## src/pkg/cpmc_pkg.sv

```systemverilog
// shared constants and types of the clock and power mode control
package cpmc_pkg;
	// ------------------------------------------------------------
	// timing
	// ------------------------------------------------------------
	localparam int unsigned CLK_KHZ = 50000;
	localparam int unsigned PLL_SETTLE_US = 100;
	localparam int unsigned PLL_SETTLE_CYC = (PLL_SETTLE_US * CLK_KHZ + 999) / 1000;
	localparam int unsigned CNT_W = 16;
	localparam int unsigned IRC_KHZ = 12000;
	localparam int unsigned CCO_MIN_KHZ = 156000;
	localparam int unsigned CCO_MAX_KHZ = 320000;
	localparam int unsigned OUT_MAX_KHZ = 100000;
	localparam int unsigned PLL_M_MAX = 32;
	localparam int unsigned N_WAKE = 12;
	// ------------------------------------------------------------
	// device register indexes
	// ------------------------------------------------------------
	localparam logic [3:0] RA_MAINSEL = 4'h0;
	localparam logic [3:0] RA_PLLCFG = 4'h1;
	localparam logic [3:0] RA_PLLPWR = 4'h2;
	localparam logic [3:0] RA_STAT = 4'h3;
	localparam logic [3:0] RA_OUTSEL = 4'h4;
	localparam logic [3:0] RA_GATE = 4'h5;
	localparam logic [3:0] RA_CPUDIV = 4'h6;
	localparam logic [3:0] RA_PMODE = 4'h7;
	localparam logic [3:0] RA_DSCFG = 4'h8;
	localparam logic [3:0] RA_STARTEN = 4'h9;
	localparam logic [1:0] RA_GP_HI = 2'h3;
	// ------------------------------------------------------------
	// fields and reset values
	// ------------------------------------------------------------
	localparam int unsigned PLL_M_LSB = 0;
	localparam int unsigned PLL_P_LSB = 5;
	localparam int unsigned PLL_REF_BIT = 7;
	localparam int unsigned OUT_WD_BIT = 2;
	localparam int unsigned DS_KEEP_WD = 0;
	localparam int unsigned DS_KEEP_BOD = 1;
	localparam int unsigned STAT_LOCK = 0;
	localparam int unsigned STAT_SWBUSY = 1;
	localparam logic [7:0] CPUDIV_RST = 8'h01;
	localparam int unsigned PW_IRC = 0;
	localparam int unsigned PW_SYS = 1;
	localparam int unsigned PW_WD = 2;
	localparam int unsigned PW_BOD = 3;
	localparam int unsigned PW_PLL = 4;
	localparam int unsigned PW_CORE = 5;
	typedef enum logic [1:0] {SRC_IRC = 2'h0, SRC_SYSOSC = 2'h1, SRC_WDOSC = 2'h2,
		SRC_PLL = 2'h3} cpmc_src_t;
	typedef enum logic [1:0] {PM_RUN = 2'h0, PM_SLEEP = 2'h1, PM_DSLEEP = 2'h2,
		PM_DPD = 2'h3} cpmc_pm_t;
	// ------------------------------------------------------------
	// controller apb map and commands
	// ------------------------------------------------------------
	localparam logic [7:0] AO_ADDR = 8'h00;
	localparam logic [7:0] AO_DATA = 8'h04;
	localparam logic [7:0] AO_CMD = 8'h08;
	localparam logic [7:0] AO_STATUS = 8'h0c;
	typedef enum logic [1:0] {CMD_WR = 2'h0, CMD_RD = 2'h1, CMD_PLLUP = 2'h2,
		CMD_DSLEEP = 2'h3} cpmc_cmd_t;
endpackage : cpmc_pkg

```

## src/pkg/cpmc_if.sv

```systemverilog
// register port between the controller and the clock unit
interface cpmc_if;
	logic req;
	logic we;
	logic [3:0] addr;
	logic [31:0] wdata;
	logic ready;
	logic [31:0] rdata;
	modport dev (input req, input we, input addr, input wdata, output ready, output rdata);
	modport ctl (output req, output we, output addr, output wdata, input ready, input rdata);
endinterface : cpmc_if

```

## src/rtl/cpmc_dev.sv

```systemverilog
// clock unit: source mux, pll, clock output, gating, divider, power modes
// Summary of operation
// reset selects internal rc oscillator as source
// pll multiplier setting 1 to 32
// pll output divider 2, 4, 8, 16
// pll off and bypassed after reset
// software locks pll before switching to it
// pll lock only after 100 us settling
// software keeps loop and output frequencies legal
// crystal selectable directly or as pll reference
// rc oscillator drives watchdog or pll reference
// watchdog oscillator drives cpu, watchdog, clock pin
// clock pin picks one of four sources
// per-peripheral clock gate register
// programmable cpu clock divider
// sleep stops core clock until interrupt
// peripheral clocks keep running in sleep
// deep-sleep powers analog off, optional keeps
// deep-sleep exit on wake pins or rtc
// software switches to rc before deep-sleep; the controller skips the switch when DS_KEEP_WD is set
// deep power-down keeps only retention registers
// deep power-down exit resumes on rc oscillator
// software configures start logic before relying on it
// source switch without truncated or glitched pulses
//
// The APB register port and the placing of the registers were chosen for this implementation.
module cpmc_dev #(
	parameter int unsigned N_PERIPH = 16,
	parameter int unsigned SETTLE_CYC = cpmc_pkg::PLL_SETTLE_CYC
) (
	// clock and reset
	input wire logic clock_i,
	input wire logic srst_i,
	// register port
	cpmc_if.dev bus,
	// oscillator edges, one-cycle pulses
	input wire logic irc_tick_i,
	input wire logic sysosc_tick_i,
	input wire logic wdosc_tick_i,
	// wake sources
	input wire logic irq_i,
	input wire logic [cpmc_pkg::N_WAKE-1:0] wake_pin_i,
	input wire logic rtc_match_i,
	input wire logic powerdown_exit_pin_n_i,
	// generated clock edges
	output logic main_tick_o,
	output logic cpu_core_clock_o,
	output logic clock_output_pin_o,
	output logic watchdog_counter_tick_o,
	output logic [N_PERIPH-1:0] periph_clk_en_o,
	// power switches
	output logic [5:0] power_en_o,
	output logic [3:0][31:0] retention_o
);
	import cpmc_pkg::*;

	if (N_PERIPH < 1 || N_PERIPH > 32 || SETTLE_CYC < 1 || SETTLE_CYC >= 2 ** CNT_W) begin : g_chk
		$error("cpmc_dev: parameter out of range");
	end

	typedef enum logic [1:0] {SW_RUN = 2'h0, SW_DRAIN = 2'h1, SW_NEW = 2'h2} cpmc_sw_t;
	typedef struct packed {
		cpmc_src_t src;
		cpmc_src_t tgt;
		cpmc_sw_t sw;
		logic [7:0] pllcfg;
		logic pll_on;
		logic lock;
		logic [CNT_W-1:0] settle;
		logic [3:0] pcnt;
		logic [2:0] outsel;
		logic [N_PERIPH-1:0] gate;
		logic [7:0] cpudiv;
		logic [7:0] dcnt;
		cpmc_pm_t pm;
		logic [1:0] ds;
		logic [N_WAKE-1:0] starten;
		logic [3:0][31:0] gp;
		logic ready;
		logic [31:0] rdata;
		logic main_tick;
		logic cpu_tick;
		logic out_tick;
		logic wdt_tick;
		logic [N_PERIPH-1:0] pen;
		logic [5:0] pwr;
	} cpmc_dev_t;

	localparam logic [CNT_W-1:0] SETTLE_LAST = CNT_W'(SETTLE_CYC - 1);

	// ------------------------------------------------------------
	// reset state
	// ------------------------------------------------------------
	function automatic cpmc_dev_t defaults();
		cpmc_dev_t d;
		d = '0;
		d.src = SRC_IRC;
		d.tgt = SRC_IRC;
		d.pll_on = 1'b0;
		d.cpudiv = CPUDIV_RST;
		d.gate = '1;
		d.pwr = 6'h0;
		d.pwr[PW_IRC] = 1'b1;
		d.pwr[PW_SYS] = 1'b1;
		d.pwr[PW_WD] = 1'b1;
		d.pwr[PW_BOD] = 1'b1;
		d.pwr[PW_CORE] = 1'b1;
		return d;
	endfunction : defaults

	cpmc_dev_t r_reg;
	cpmc_dev_t r_next;

	// ------------------------------------------------------------
	// next state
	// ------------------------------------------------------------
	always_comb begin
		logic irc_t;
		logic sys_t;
		logic wd_t;
		logic ref_t;
		logic pll_t;
		logic pll_run;
		logic main_t;
		logic deep;
		logic [1:0] psel;
		logic [3:0] pmax;
		logic [3:0] src_t;
		irc_t = irc_tick_i & r_reg.pwr[PW_IRC];
		sys_t = sysosc_tick_i & r_reg.pwr[PW_SYS];
		wd_t = wdosc_tick_i & r_reg.pwr[PW_WD];
		r_next = r_reg;
		// crystal or rc feeds the pll reference
		ref_t = r_reg.pllcfg[PLL_REF_BIT] ? sys_t : irc_t;
		psel = r_reg.pllcfg[PLL_P_LSB +: 2];
		pmax = 4'((5'h02 << psel) - 5'h01);
		// loop oscillator modelled by the system clock; the multiplier is analog
		pll_run = r_reg.pll_on & r_reg.lock & r_reg.pwr[PW_PLL];
		pll_t = pll_run ? (r_reg.pcnt == pmax) : ref_t;
		if (pll_run && r_reg.pcnt != pmax) begin
			r_next.pcnt = r_reg.pcnt + 4'h1;
		end else begin
			r_next.pcnt = 4'h0;
		end
		// lock flag cannot rise before the settling count expires
		if (!(r_reg.pll_on && r_reg.pwr[PW_PLL])) begin
			r_next.settle = '0;
			r_next.lock = 1'b0;
		end else if (r_reg.settle == SETTLE_LAST) begin
			r_next.lock = 1'b1;
		end else begin
			r_next.settle = r_reg.settle + CNT_W'(1);
		end
		src_t = {pll_t, wd_t, sys_t, irc_t};
		// finish the old period, stay low, start on a new-source edge
		main_t = 1'b0;
		case (r_reg.sw)
			SW_RUN: begin
				main_t = src_t[r_reg.src];
			end
			SW_DRAIN: begin
				main_t = src_t[r_reg.src];
				if (main_t) begin
					r_next.sw = SW_NEW;
				end
			end
			SW_NEW: begin
				main_t = src_t[r_reg.tgt];
				if (main_t) begin
					r_next.src = r_reg.tgt;
					r_next.sw = SW_RUN;
				end
			end
			default: begin
				r_next.sw = SW_RUN;
			end
		endcase
		r_next.main_tick = main_t;
		// divide by cpudiv; zero stops the core clock
		r_next.cpu_tick = 1'b0;
		if (main_t) begin
			if (r_reg.dcnt >= r_reg.cpudiv - 8'h01) begin
				r_next.dcnt = 8'h00;
				r_next.cpu_tick = (r_reg.cpudiv != 8'h00) && (r_reg.pm == PM_RUN);
			end else begin
				r_next.dcnt = r_reg.dcnt + 8'h01;
			end
		end
		case (r_reg.outsel[1:0])
			2'h0: r_next.out_tick = irc_t;
			2'h1: r_next.out_tick = sys_t;
			2'h2: r_next.out_tick = wd_t;
			default: r_next.out_tick = main_t;
		endcase
		r_next.wdt_tick = r_reg.outsel[OUT_WD_BIT] ? wd_t : irc_t;
		deep = (r_reg.pm == PM_DSLEEP) || (r_reg.pm == PM_DPD);
		r_next.pen = r_reg.gate & {N_PERIPH{~deep}};
		// analog power follows the mode
		r_next.pwr[PW_IRC] = ~deep;
		r_next.pwr[PW_SYS] = ~deep;
		r_next.pwr[PW_PLL] = ~deep & r_reg.pll_on;
		r_next.pwr[PW_WD] = ~deep | (r_reg.pm == PM_DSLEEP && r_reg.ds[DS_KEEP_WD]);
		r_next.pwr[PW_BOD] = ~deep | (r_reg.pm == PM_DSLEEP && r_reg.ds[DS_KEEP_BOD]);
		r_next.pwr[PW_CORE] = (r_reg.pm != PM_DPD);
		// ------------------------------------------------------------
		// register port, one-cycle answer
		// ------------------------------------------------------------
		r_next.ready = 1'b0;
		if (bus.req && !r_reg.ready) begin
			r_next.ready = 1'b1;
			r_next.rdata = 32'h0;
			if (bus.addr[3:2] == RA_GP_HI) begin
				r_next.rdata = r_reg.gp[bus.addr[1:0]];
			end else begin
				case (bus.addr)
					RA_MAINSEL: r_next.rdata = 32'(r_reg.src);
					RA_PLLCFG: r_next.rdata = 32'(r_reg.pllcfg);
					RA_PLLPWR: r_next.rdata = 32'(r_reg.pll_on);
					RA_STAT: r_next.rdata = 32'({r_reg.pm, r_reg.src, r_reg.sw != SW_RUN,
						r_reg.lock});
					RA_OUTSEL: r_next.rdata = 32'(r_reg.outsel);
					RA_GATE: r_next.rdata = 32'(r_reg.gate);
					RA_CPUDIV: r_next.rdata = 32'(r_reg.cpudiv);
					RA_PMODE: r_next.rdata = 32'(r_reg.pm);
					RA_DSCFG: r_next.rdata = 32'(r_reg.ds);
					RA_STARTEN: r_next.rdata = 32'(r_reg.starten);
					default: r_next.rdata = 32'h0;
				endcase
			end
			if (bus.we) begin
				if (bus.addr[3:2] == RA_GP_HI) begin
					r_next.gp[bus.addr[1:0]] = bus.wdata;
				end
				case (bus.addr)
					RA_MAINSEL: begin
						// a request during a switch is dropped
						if (r_reg.sw == SW_RUN && bus.wdata[1:0] != r_reg.src) begin
							r_next.tgt = cpmc_src_t'(bus.wdata[1:0]);
							r_next.sw = SW_DRAIN;
						end
					end
					RA_PLLCFG: begin
						r_next.pllcfg = bus.wdata[7:0];
						r_next.lock = 1'b0;
						r_next.settle = '0;
					end
					RA_PLLPWR: r_next.pll_on = bus.wdata[0];
					RA_OUTSEL: r_next.outsel = bus.wdata[2:0];
					RA_GATE: r_next.gate = bus.wdata[N_PERIPH-1:0];
					RA_CPUDIV: r_next.cpudiv = bus.wdata[7:0];
					RA_PMODE: r_next.pm = cpmc_pm_t'(bus.wdata[1:0]);
					RA_DSCFG: r_next.ds = bus.wdata[1:0];
					RA_STARTEN: r_next.starten = bus.wdata[N_WAKE-1:0];
					default: begin
					end
				endcase
			end
		end
		// ------------------------------------------------------------
		// wake-up, overrides a mode write in the same cycle; deep power-down exit overrides any write
		// ------------------------------------------------------------
		case (r_reg.pm)
			PM_SLEEP: begin
				if (irq_i) begin
					r_next.pm = PM_RUN;
				end
			end
			PM_DSLEEP: begin
				if (|(wake_pin_i & r_reg.starten) || rtc_match_i) begin
					r_next.pm = PM_RUN;
				end
			end
			PM_DPD: begin
				if (!powerdown_exit_pin_n_i || rtc_match_i) begin
					r_next = defaults();
					r_next.gp = r_reg.gp;
				end
			end
			default: begin
			end
		endcase
	end

	always_ff @(posedge clock_i) begin
		if (srst_i) begin
			r_reg <= defaults();
		end else begin
			r_reg <= r_next;
		end
	end

	// ------------------------------------------------------------
	// outputs
	// ------------------------------------------------------------
	assign bus.ready = r_reg.ready;
	assign bus.rdata = r_reg.rdata;
	assign main_tick_o = r_reg.main_tick;
	assign cpu_core_clock_o = r_reg.cpu_tick;
	assign clock_output_pin_o = r_reg.out_tick;
	assign watchdog_counter_tick_o = r_reg.wdt_tick;
	assign periph_clk_en_o = r_reg.pen;
	assign power_en_o = r_reg.pwr;
	assign retention_o = r_reg.gp;
endmodule : cpmc_dev

```

## src/flat_wrapper.sv

```systemverilog
// flat-port wrapper written by rule: the top's interface ports become plain ports
module cpmc_dev_flat import cpmc_pkg::*;
#(
	parameter int unsigned N_PERIPH = 16,
	parameter int unsigned SETTLE_CYC = cpmc_pkg::PLL_SETTLE_CYC
)
  (clock_i, srst_i, irc_tick_i, sysosc_tick_i, wdosc_tick_i, irq_i, wake_pin_i, rtc_match_i, powerdown_exit_pin_n_i, main_tick_o, cpu_core_clock_o, clock_output_pin_o, watchdog_counter_tick_o, periph_clk_en_o, power_en_o, retention_o, bus_req, bus_we, bus_addr, bus_wdata, bus_ready, bus_rdata);
  cpmc_if bus_i ();
  input wire logic clock_i;
  input wire logic srst_i;
  input wire logic irc_tick_i;
  input wire logic sysosc_tick_i;
  input wire logic wdosc_tick_i;
  input wire logic irq_i;
  input wire logic [cpmc_pkg::N_WAKE-1:0] wake_pin_i;
  input wire logic rtc_match_i;
  input wire logic powerdown_exit_pin_n_i;
  output logic main_tick_o;
  output logic cpu_core_clock_o;
  output logic clock_output_pin_o;
  output logic watchdog_counter_tick_o;
  output logic [N_PERIPH-1:0] periph_clk_en_o;
  output logic [5:0] power_en_o;
  output logic [3:0][31:0] retention_o;
  input wire logic [$bits(bus_i.req)-1:0] bus_req;
  input wire logic [$bits(bus_i.we)-1:0] bus_we;
  input wire logic [$bits(bus_i.addr)-1:0] bus_addr;
  input wire logic [$bits(bus_i.wdata)-1:0] bus_wdata;
  output wire logic [$bits(bus_i.ready)-1:0] bus_ready;
  output wire logic [$bits(bus_i.rdata)-1:0] bus_rdata;
  assign bus_i.req = bus_req;
  assign bus_i.we = bus_we;
  assign bus_i.addr = bus_addr;
  assign bus_i.wdata = bus_wdata;
  assign bus_ready = bus_i.ready;
  assign bus_rdata = bus_i.rdata;
  cpmc_dev #(.N_PERIPH(N_PERIPH), .SETTLE_CYC(SETTLE_CYC)) u_core (.clock_i(clock_i), .srst_i(srst_i), .bus(bus_i), .irc_tick_i(irc_tick_i), .sysosc_tick_i(sysosc_tick_i), .wdosc_tick_i(wdosc_tick_i), .irq_i(irq_i), .wake_pin_i(wake_pin_i), .rtc_match_i(rtc_match_i), .powerdown_exit_pin_n_i(powerdown_exit_pin_n_i), .main_tick_o(main_tick_o), .cpu_core_clock_o(cpu_core_clock_o), .clock_output_pin_o(clock_output_pin_o), .watchdog_counter_tick_o(watchdog_counter_tick_o), .periph_clk_en_o(periph_clk_en_o), .power_en_o(power_en_o), .retention_o(retention_o));
endmodule
```

## config.mk

```make
export PLATFORM = sky130hd
export DESIGN_NAME = cpmc_dev_flat
export DESIGN_NICKNAME = d
export VERILOG_FILES = /design/src/pkg/cpmc_pkg.sv /design/src/pkg/cpmc_if.sv /design/src/rtl/cpmc_dev.sv /design/src/flat_wrapper.sv
export SDC_FILE = /design/constraint.sdc
export NUM_CORES = 1
export LEC_CHECK = 0
export ABC_CLOCK_PERIOD_IN_PS = 2800
export BUFFER_PORTS_ARGS = -buffer_cell sky130_fd_sc_hd__buf_2
export CORE_UTILIZATION = 55
export CTS_CLUSTER_SIZE = 12
export DETAILED_ROUTE_END_ITERATION = 7
export GPL_TIMING_DRIVEN = 0
export PLACE_DENSITY_LB_ADDON = 0.1
export SLEW_MARGIN = 30
export SYNTH_ARGS = -nofsm -noshare
export SYNTH_HDL_FRONTEND = slang
export SYNTH_SLANG_ARGS = --single-unit
```

## constraint.sdc

```tcl
create_clock -name clock_i -period 2.8 [get_ports clock_i]
set_clock_uncertainty 0.15 [all_clocks]
set_input_delay 0.28 -clock clock_i [delete_from_list [all_inputs] [get_ports clock_i]]
set_output_delay 0.28 -clock clock_i [all_outputs]
set_load 0.005 [all_outputs]
```

==> impl_results.md, run 1 <==
- Cell area reported after detailed placement: 14400 sq um
- Met1 routing resource usage after global routing: 44.4%
- Post-CTS setup buffer count: 0
- DRC Markers: 0
- Smallest setup slack after layout: 0.154 ns
- Crit path required time: 3.13 ns
- Number of nets in the layout: 1896
- Path depth of the worst reg2reg path: 8
- Clock network fraction of total power: 44.9%
- Cell type with the largest total area after synthesis: sky130_fd_sc_hd__dfxtp_1
- Mapped Area: 12900 sq um
- Final hold violation count: 0
- Type of the most critical hold path: in -> reg
- Source of the worst register-to-register timing path: u_core.r_reg[201]
- Antenna violations before repair: 1
- Internal portion of total power: 0.00638 W
- Max Clk Rate: 378 MHz
- Total of buffers placed on input and output ports: 236
- GRT Max-Usage Layer: met2
- Synth cell count leaders: 361 x sky130_fd_sc_hd__nand2_1, 273 x sky130_fd_sc_hd__dfxtp_1, 183 x sky130_fd_sc_hd__buf_4, 174 x sky130_fd_sc_hd__a21oi_1, 96 x sky130_fd_sc_hd__nor2_1
- Worst hold slack: 0.0855 ns
- Combinational fraction of design power: 7.5%
- Portion of total power attributed to sequential cells: 47.6%
- Number of synthesized flops with an enable pin: 0
- R2R setup slack: 0.15 ns
- DP Wirelength: 28900 um
- Share of the clock period used by the worst path after layout: 94.5%
- Global-route met2 utilization: 55.0%
- Portion of the post-synthesis area used by sequential elements: 42.5%
- Overall overflow remaining after global route: 0
- Critical path capture point type: register
- Routed via count divided by cell count: 5.56
- Endpoint of the most critical setup path: u_core.retention_o[60]
- Floorplan die width: 155 um
- Global placement routability congestion: 0.940
- Buffer depth of the longest clock path: 3
- Async set-or-reset flop fraction in the synthesized netlist: 0%
- Reg2reg end: u_core.retention_o[60]
- Crit path max fanout: 10
- Number of routed nets with antenna violations: 0
- Met3 layer usage reported by global route: 4.82%
- Flop and latch count out of synthesis: 273
- Die Span Y: 155 um
- Global-route wire length before repair: 62000 um
- Number of global-route vias before repair: 11200
- CTS Buf Count: 29
- Ys flop type: sky130_fd_sc_hd__dfxtp_1
- Die Footprint: 24000 sq um
- Clock latency reported for the late side of the worst-skew pair: 0.56 ns
- Biggest area contributors in the synthesized netlist: sky130_fd_sc_hd__dfxtp_1 43%, sky130_fd_sc_hd__buf_4 11%, sky130_fd_sc_hd__nand2_1 11%, sky130_fd_sc_hd__a21oi_1 6.8%, sky130_fd_sc_hd__mux4_2 5.8%
- Layout Cell Area excl Fill: 15700 sq um
- Pin count of the biggest net entering global routing: 15
- Worst slew pin tran: 0.902 ns
- Switching part of the total power: 23.5%
- Deepest level of the CTS H-tree: 1
- WL/cell: 18.8 um
- Cell count after synthesis: 1526
- Final Max Tran Viols: 0
- Num ports: 245
- Pre-CTS setup slack: -0.0787 ns
- Leakage dissipation: 6.67 nW
- Worst-case vdd ir drop: 0.408 mV
- Area growth from synthesis to layout: 22.1%
- Clock Sinks: 273
- Final non-filler cell total: 2158
- Max-cap violations: 0
- Detailed Routing Iterations Pass 1: 7
- Worst path arrival time: 2.98 ns
- TritonCTS clock tree: built
- Outcome: finished clean
- Proportion of netlist area held by the largest area contributor: 42.5%
- Syn Area/Cell: 8.43 sq um
- Ratio of total power to cell area: 532 nW/um^2
- Most common cell in the netlist: sky130_fd_sc_hd__nand2_1
- Wire length after detailed routing: 40600 um
- Clock transition at the registers of the reported paths: 0.06 ns
- Global-route total usage across every layer: 33.5%
- Number of flip-flops in the largest register: 128
- DR vias: 12000
- Final setup vio count: 0
- Tmin final: 2.65 ns
- Fillers: 1879
- Count of yosys warnings during synthesis: 0
- Element type at the critical path start: register
- Effective utilization at floorplan: 56.4%
- Max_slew headroom: 39.6%
- Cell row count: 55
- Unrepaired setup endpoints after global routing: true
- Switching power of the nets: 0.00196 W
- Cells after DPL: 2075
- Proportion of layout cells with a drive suffix above 1: 29.7%
- Synth unique cells: 62
- Category of the critical setup timing path: reg -> reg
- Synthesized net count: 1597
- Launch point of the critical path: u_core.r_reg[201]
- Total core area: 22800 sq um
- Starting DRC count in detailed routing: 1013
- CTS Root Cell: sky130_fd_sc_hd__clkbuf_16
- Total Power Consumption: 0.00835 W
## power groups by stage
stage / Combinational, W / Clock, W / Sequential [W]
after floorplan: 0.000333 / 0 / 0.00405
after global placement: 0.000572 / 0 / 0.00406
after detailed placement: 0.000578 / 0 / 0.00406
after CTS: 0.000617 / 0.00376 / 0.00397
after global routing: 0.000668 / 0.00394 / 0.00398
final: 0.000628 / 0.00374 / 0.00397
## worst min path at each step
| stage | start | endpoint | slack, ns | depth (start not counted) |
|---|---|---|---|---|
| 2_1_floorplan | rtc_match_i | u_core.power_en_o[5] | 0.24 | 2 |
| 3_3_place_gp | u_core.r_reg[263] | u_core.r_reg[263] | 0.29 | 2 |
| 3_5_place_dp | u_core.r_reg[263] | u_core.r_reg[263] | 0.30 | 2 |
| 4_1_cts | irc_tick_i | u_core.watchdog_counter_tick_o | 0.07 | 5 |
| 5_1_grt | irc_tick_i | u_core.watchdog_counter_tick_o | 0.12 | 5 |
| 6_report | irc_tick_i | u_core.watchdog_counter_tick_o | 0.09 | 5 |
## final cells by class
| cell class | instances | area, sq um | share of cell area (%) |
|---|---|---|---|
| Multi-Input combinational cell | 967 | 5610 | 35.7 |
| Clock inverter | 6 | 58.8 | 0.375 |
| Timing Repair Buffer | 268 | 1500 | 9.56 |
| Antenna cell | 1 | 2.50 | 0.0159 |
| Clock buffer | 44 | 862 | 5.49 |
| Inverter | 11 | 41.3 | 0.263 |
| Tap cell | 313 | 392 | 2.49 |
| Buffer | 275 | 1770 | 11.2 |
| Sequential cell | 273 | 5470 | 34.8 |
## logic make-up (layout without fill, tap and decap cells)
logic type	after synthesis	count (layout)	share of synthesized area (%)
AOI/OAI and AO/OA	272	272	12.7
buffers and inverters	286	604	13.9
adders and majority gates	13	13	1.27
other	0	1	0
and+or+nand+nor	593	593	19.7
muxes	62	62	8.14
xor gates and xnor gates	27	27	1.84
DFF	273	273	42.5
## per-layer routing
| metal | part of all wire [%] | up-vias |
|---|---|---|
| li1 | - | 5596 |
| met3 | 9.1 | 86 |
| met2 | 47 | 676 |
| met4 | 3.1 | 0 |
| met1 | 40 | 5642 |
| met5 | 0 | - |
## critical path, cell delays in order (launching register included)
cell and delay (ns):
sky130_fd_sc_hd__dfxtp_1 0.30, sky130_fd_sc_hd__clkbuf_1 0.26, sky130_fd_sc_hd__nand2_1 0.17, sky130_fd_sc_hd__nor2_1 0.10, sky130_fd_sc_hd__or3_1 0.45, sky130_fd_sc_hd__nor2_1 0.35, sky130_fd_sc_hd__clkbuf_1 0.51, sky130_fd_sc_hd__nand2_1 0.13
sky130_fd_sc_hd__a21oi_1 0.16
## through the flow
stage	utilization, %	TNS [ns]
detailed placement	63.4	-0.907
global route	68.9	-0.0305
finish	68.9	0
global placement	63.4	-0.110
floorplan	-	0
CTS	68.8	0
## cell usage in the layout (no fill, tap or decap), types with 27 or more instances in the layout
cell and n:
sky130_fd_sc_hd__a21oi_1 174, sky130_fd_sc_hd__a22oi_1 27, sky130_fd_sc_hd__buf_2 252, sky130_fd_sc_hd__buf_4 183, sky130_fd_sc_hd__clkbuf_1 64, sky130_fd_sc_hd__clkbuf_16 29
sky130_fd_sc_hd__dfxtp_1 273, sky130_fd_sc_hd__dlygate4sd3_1 32, sky130_fd_sc_hd__mux4_2 33, sky130_fd_sc_hd__nand2_1 361, sky130_fd_sc_hd__nand3_1 42, sky130_fd_sc_hd__nor2_1 95
## what timing repair did
| item | in CTS | in global routing |
|---|---|---|
| hold buffers | 32 | 0 |
| resized for setup | 1 | 30 |
| setup endpoints to repair | 5 | 104 |
| pin swaps | 0 | 0 |
| hold endpoints to repair | 149 | 0 |
No activity file was read; power rests on OpenSTA's default activity.
==> run 2, diff against run 1 <==
--- a/config.mk
+++ b/config.mk
@@ -6,13 +6,13 @@
 export NUM_CORES = 1
 export LEC_CHECK = 0
 export ABC_CLOCK_PERIOD_IN_PS = 2800
-export BUFFER_PORTS_ARGS = -buffer_cell sky130_fd_sc_hd__buf_2
-export CORE_UTILIZATION = 55
+export BUFFER_PORTS_ARGS = -buffer_cell sky130_fd_sc_hd__clkbuf_2
+export CORE_UTILIZATION = 50
 export CTS_CLUSTER_SIZE = 12
 export DETAILED_ROUTE_END_ITERATION = 7
 export GPL_TIMING_DRIVEN = 0
 export PLACE_DENSITY_LB_ADDON = 0.1
-export SLEW_MARGIN = 30
+export SLEW_MARGIN = 20
 export SYNTH_ARGS = -nofsm -noshare
 export SYNTH_HDL_FRONTEND = slang
 export SYNTH_SLANG_ARGS = --single-unit
==> run 2 against run 1 <==
Register-to-register slack gained 0.02 ns. Global-route usage shrank 3.4 points. Maximum frequency shrank 0.57%. Via count shrank 2.6%. Wire length shrank 0.79%. Sequential power is essentially flat. Highest routed layer unchanged. Non-clock buffer count grew 1. Power grew 0.14%. Count of clock-buffer cells in the layout shrank 1. Final area grew 0.13%. Final cell count grew 0.83%.
==> impl_results.md, run 2 (same netlist as run 1, synthesis figures left out) <==
- Outcome: finished clean
- Starting DRC count in detailed routing: 1111 (+9.7%)
- Cell row count: 58 (+5.5%)
- Overall overflow remaining after global route: 0 (unchanged)
- Number of routed nets with antenna violations: 0 (unchanged)
- Share of the clock period used by the worst path after layout: 95.0% (+0.54 points)
- Unrepaired setup endpoints after global routing: true
- Worst slew pin tran: 0.956 ns (+0.0541 ns)
- Critical path capture point type: register
- Final Max Tran Viols: 0 (unchanged)
- Clock latency reported for the late side of the worst-skew pair: 0.54 ns (-0.02 ns)
- Number of global-route vias before repair: 11100 (-0.71%)
- Effective utilization at floorplan: 51.1% (-5.4 points)
- Ratio of total power to cell area: 532 nW/um^2 (about the same)
- Floorplan die width: 162 um (+4.8%)
- Antenna violations before repair: 0 (-1)
- CTS Buf Count: 29 (unchanged)
- Util after Layout: 62.4% (-6.5 points)
- Number of flip-flops in the largest register: 128 (unchanged)
- Max-cap violations: 0 (unchanged)
- Reg2reg end: u_core.bus.rdata[15]
- Type of the most critical hold path: in -> reg
- Cell area reported after detailed placement: 14500 sq um (+0.15%)
- Global-route wire length before repair: 61000 um (-1.5%)
- Area growth from synthesis to layout: 22.3%
- Element type at the critical path start: input pin
- TritonCTS clock tree: built
- Worst path arrival time: 2.97 ns (about the same)
- Category of the critical setup timing path: in -> reg
- WHS Path Cells: 3 (-2)
- Num ports: 245 (unchanged)
- Smallest setup slack after layout: 0.139 ns (-0.0151 ns)
- Leading cell type in the layout, fill and taps excluded: sky130_fd_sc_hd__nand2_1
- Deepest level of the CTS H-tree: 1 (unchanged)
- Pre-CTS setup slack: -0.0453 ns (+0.0334 ns)
- Total core area: 25200 sq um (+11%)
- Source of the worst register-to-register timing path: u_core.r_reg[201]
- Clock Sinks: 273 (unchanged)
- Routed via count divided by cell count: 5.37 (-3.4%)
- Total of buffers placed on input and output ports: 236 (unchanged)
- Global placement routability congestion: 0.946 (+0.54%)
- Number of nets in the layout: 1897 (+0.053%)
- Max Clk Rate: 376 MHz (-0.57%)
- Die Span Y: 162 um (+4.8%)
- DRC Markers: 0 (unchanged)
- Pin count of the biggest net entering global routing: 15 (unchanged)
- R2R setup slack: 0.17 ns (+0.02 ns)
- Crit path required time: 3.11 ns (-0.02 ns)
- Final setup vio count: 0 (unchanged)
- Tmin final: 2.66 ns (+0.0151 ns)
- DP Wirelength: 29000 um (+0.54%)
- Buffer depth of the longest clock path: 3 (unchanged)
- Layout Cell Area excl Fill: 15700 sq um (+0.13%)
- WL/cell: 18.5 um (-1.6%)
- Worst-case vdd ir drop: 0.366 mV (-10%)
- Crit path max fanout: 10 (unchanged)
- Proportion of layout cells with a drive suffix above 1: 29.2% (-0.45 points)
- Fillers: 2195 (+17%)
- Max_slew headroom: 36.3% (-3.4 points)
- Commonest cells after routing, fill and taps aside: 361 x sky130_fd_sc_hd__nand2_1, 273 x sky130_fd_sc_hd__dfxtp_1, 245 x sky130_fd_sc_hd__clkbuf_2, 183 x sky130_fd_sc_hd__buf_4, 174 x sky130_fd_sc_hd__a21oi_1
- Worst hold path startpoint: powerdown_exit_pin_n_i
- Wire length after detailed routing: 40300 um (-0.79%)
- Die Footprint: 26400 sq um (+9.9%)
- Final hold violation count: 0 (unchanged)
- Clock transition at the registers of the reported paths: 0.06 ns (about the same)
- Leakage dissipation: 6.53 nW (-2.2%)
- CTS Root Cell: sky130_fd_sc_hd__clkbuf_16
- Hold path endpoint: u_core.power_en_o[5]
- Detailed Routing Iterations Pass 1: 5 (-2)
- Post-CTS setup buffer count: 0 (unchanged)
- DR vias: 11700 (-2.6%)
- Path depth of the worst reg2reg path: 7 (-1)
- Global-route total usage across every layer: 30.1% (-3.4 points)
==> run 2: final cells by class <==
| class | count | area (sq um) | share of cell area [%] |
|---|---|---|---|
| plain buffers | 275 | 1760 | 11.2 |
| clock inverters | 7 | 88.8 | 0.565 |
| well taps | 330 | 413 | 2.63 |
| repair buffers | 269 | 1510 | 9.61 |
| diodes | 1 | 2.50 | 0.0159 |
| flip-flops and latches | 273 | 5470 | 34.8 |
| clock buffers | 43 | 828 | 5.27 |
| inverters | 11 | 41.3 | 0.263 |
| multi-input cells | 967 | 5610 | 35.7 |
==> run 2: how the worst max path moves through the flow <==
stage                      start                 endpoint
2_1_floorplan  u_core.r_reg[216]        u_core.r_reg[206]
3_3_place_gp         bus_addr[1]  u_core.retention_o[123]
3_5_place_dp         bus_addr[1]  u_core.retention_o[126]
4_1_cts              rtc_match_i    u_core.retention_o[2]
5_1_grt        u_core.r_reg[201]     u_core.bus.rdata[25]
6_report             rtc_match_i   u_core.retention_o[80]
==> run 2: repair_timing <==
item	in CTS	in global routing
hold buffers	33	0
resized for setup	0	21
setup endpoints to repair	0	105
hold endpoints to repair	152	0
==> run 2: worst max-delay path: stages <==
cell,delay (ns)
sky130_fd_sc_hd__dlygate4sd3_1,0.53
sky130_fd_sc_hd__clkbuf_2,0.11
sky130_fd_sc_hd__nor2b_1,0.32
sky130_fd_sc_hd__nor2_1,0.17
sky130_fd_sc_hd__or3_1,0.45
sky130_fd_sc_hd__nor2_1,0.43
sky130_fd_sc_hd__clkbuf_1,0.43
sky130_fd_sc_hd__nand2_1,0.10
sky130_fd_sc_hd__a21oi_1,0.15
==> run 2: stage by stage <==
step	std cells	total power (W)	hold WS (ns)	TNS, ns
6_report	2176	0.00836	0.0454	0
5_1_grt	2175	0.00859	0.0572	-0.0479
4_1_cts	2175	0.00838	0.0176	0
3_5_place_dp	2092	0.00463	0.296	-0.269
3_3_place_gp	2092	0.00463	0.292	-0.00883
2_1_floorplan	1526	0.00438	0.244	0
==> run 2: routing by layer <==
layer | track usage, % | share of wire (%)
met5 | 0 | 0
met4 | 12.5 | 3.7
met3 | 5.22 | 8.4
met2 | 48.3 | 46
met1 | 40.0 | 42
==> run 2: report_power, final <==
group / total [W] / switching, W / internal (W)
Combinational: 0.000623 / 0.000374 / 0.000249
Sequential: 0.00397 / 0.0000350 / 0.00394
Clock: 0.00376 / 0.00155 / 0.00221
Total: 0.00836 / 0.00196 / 0.00640
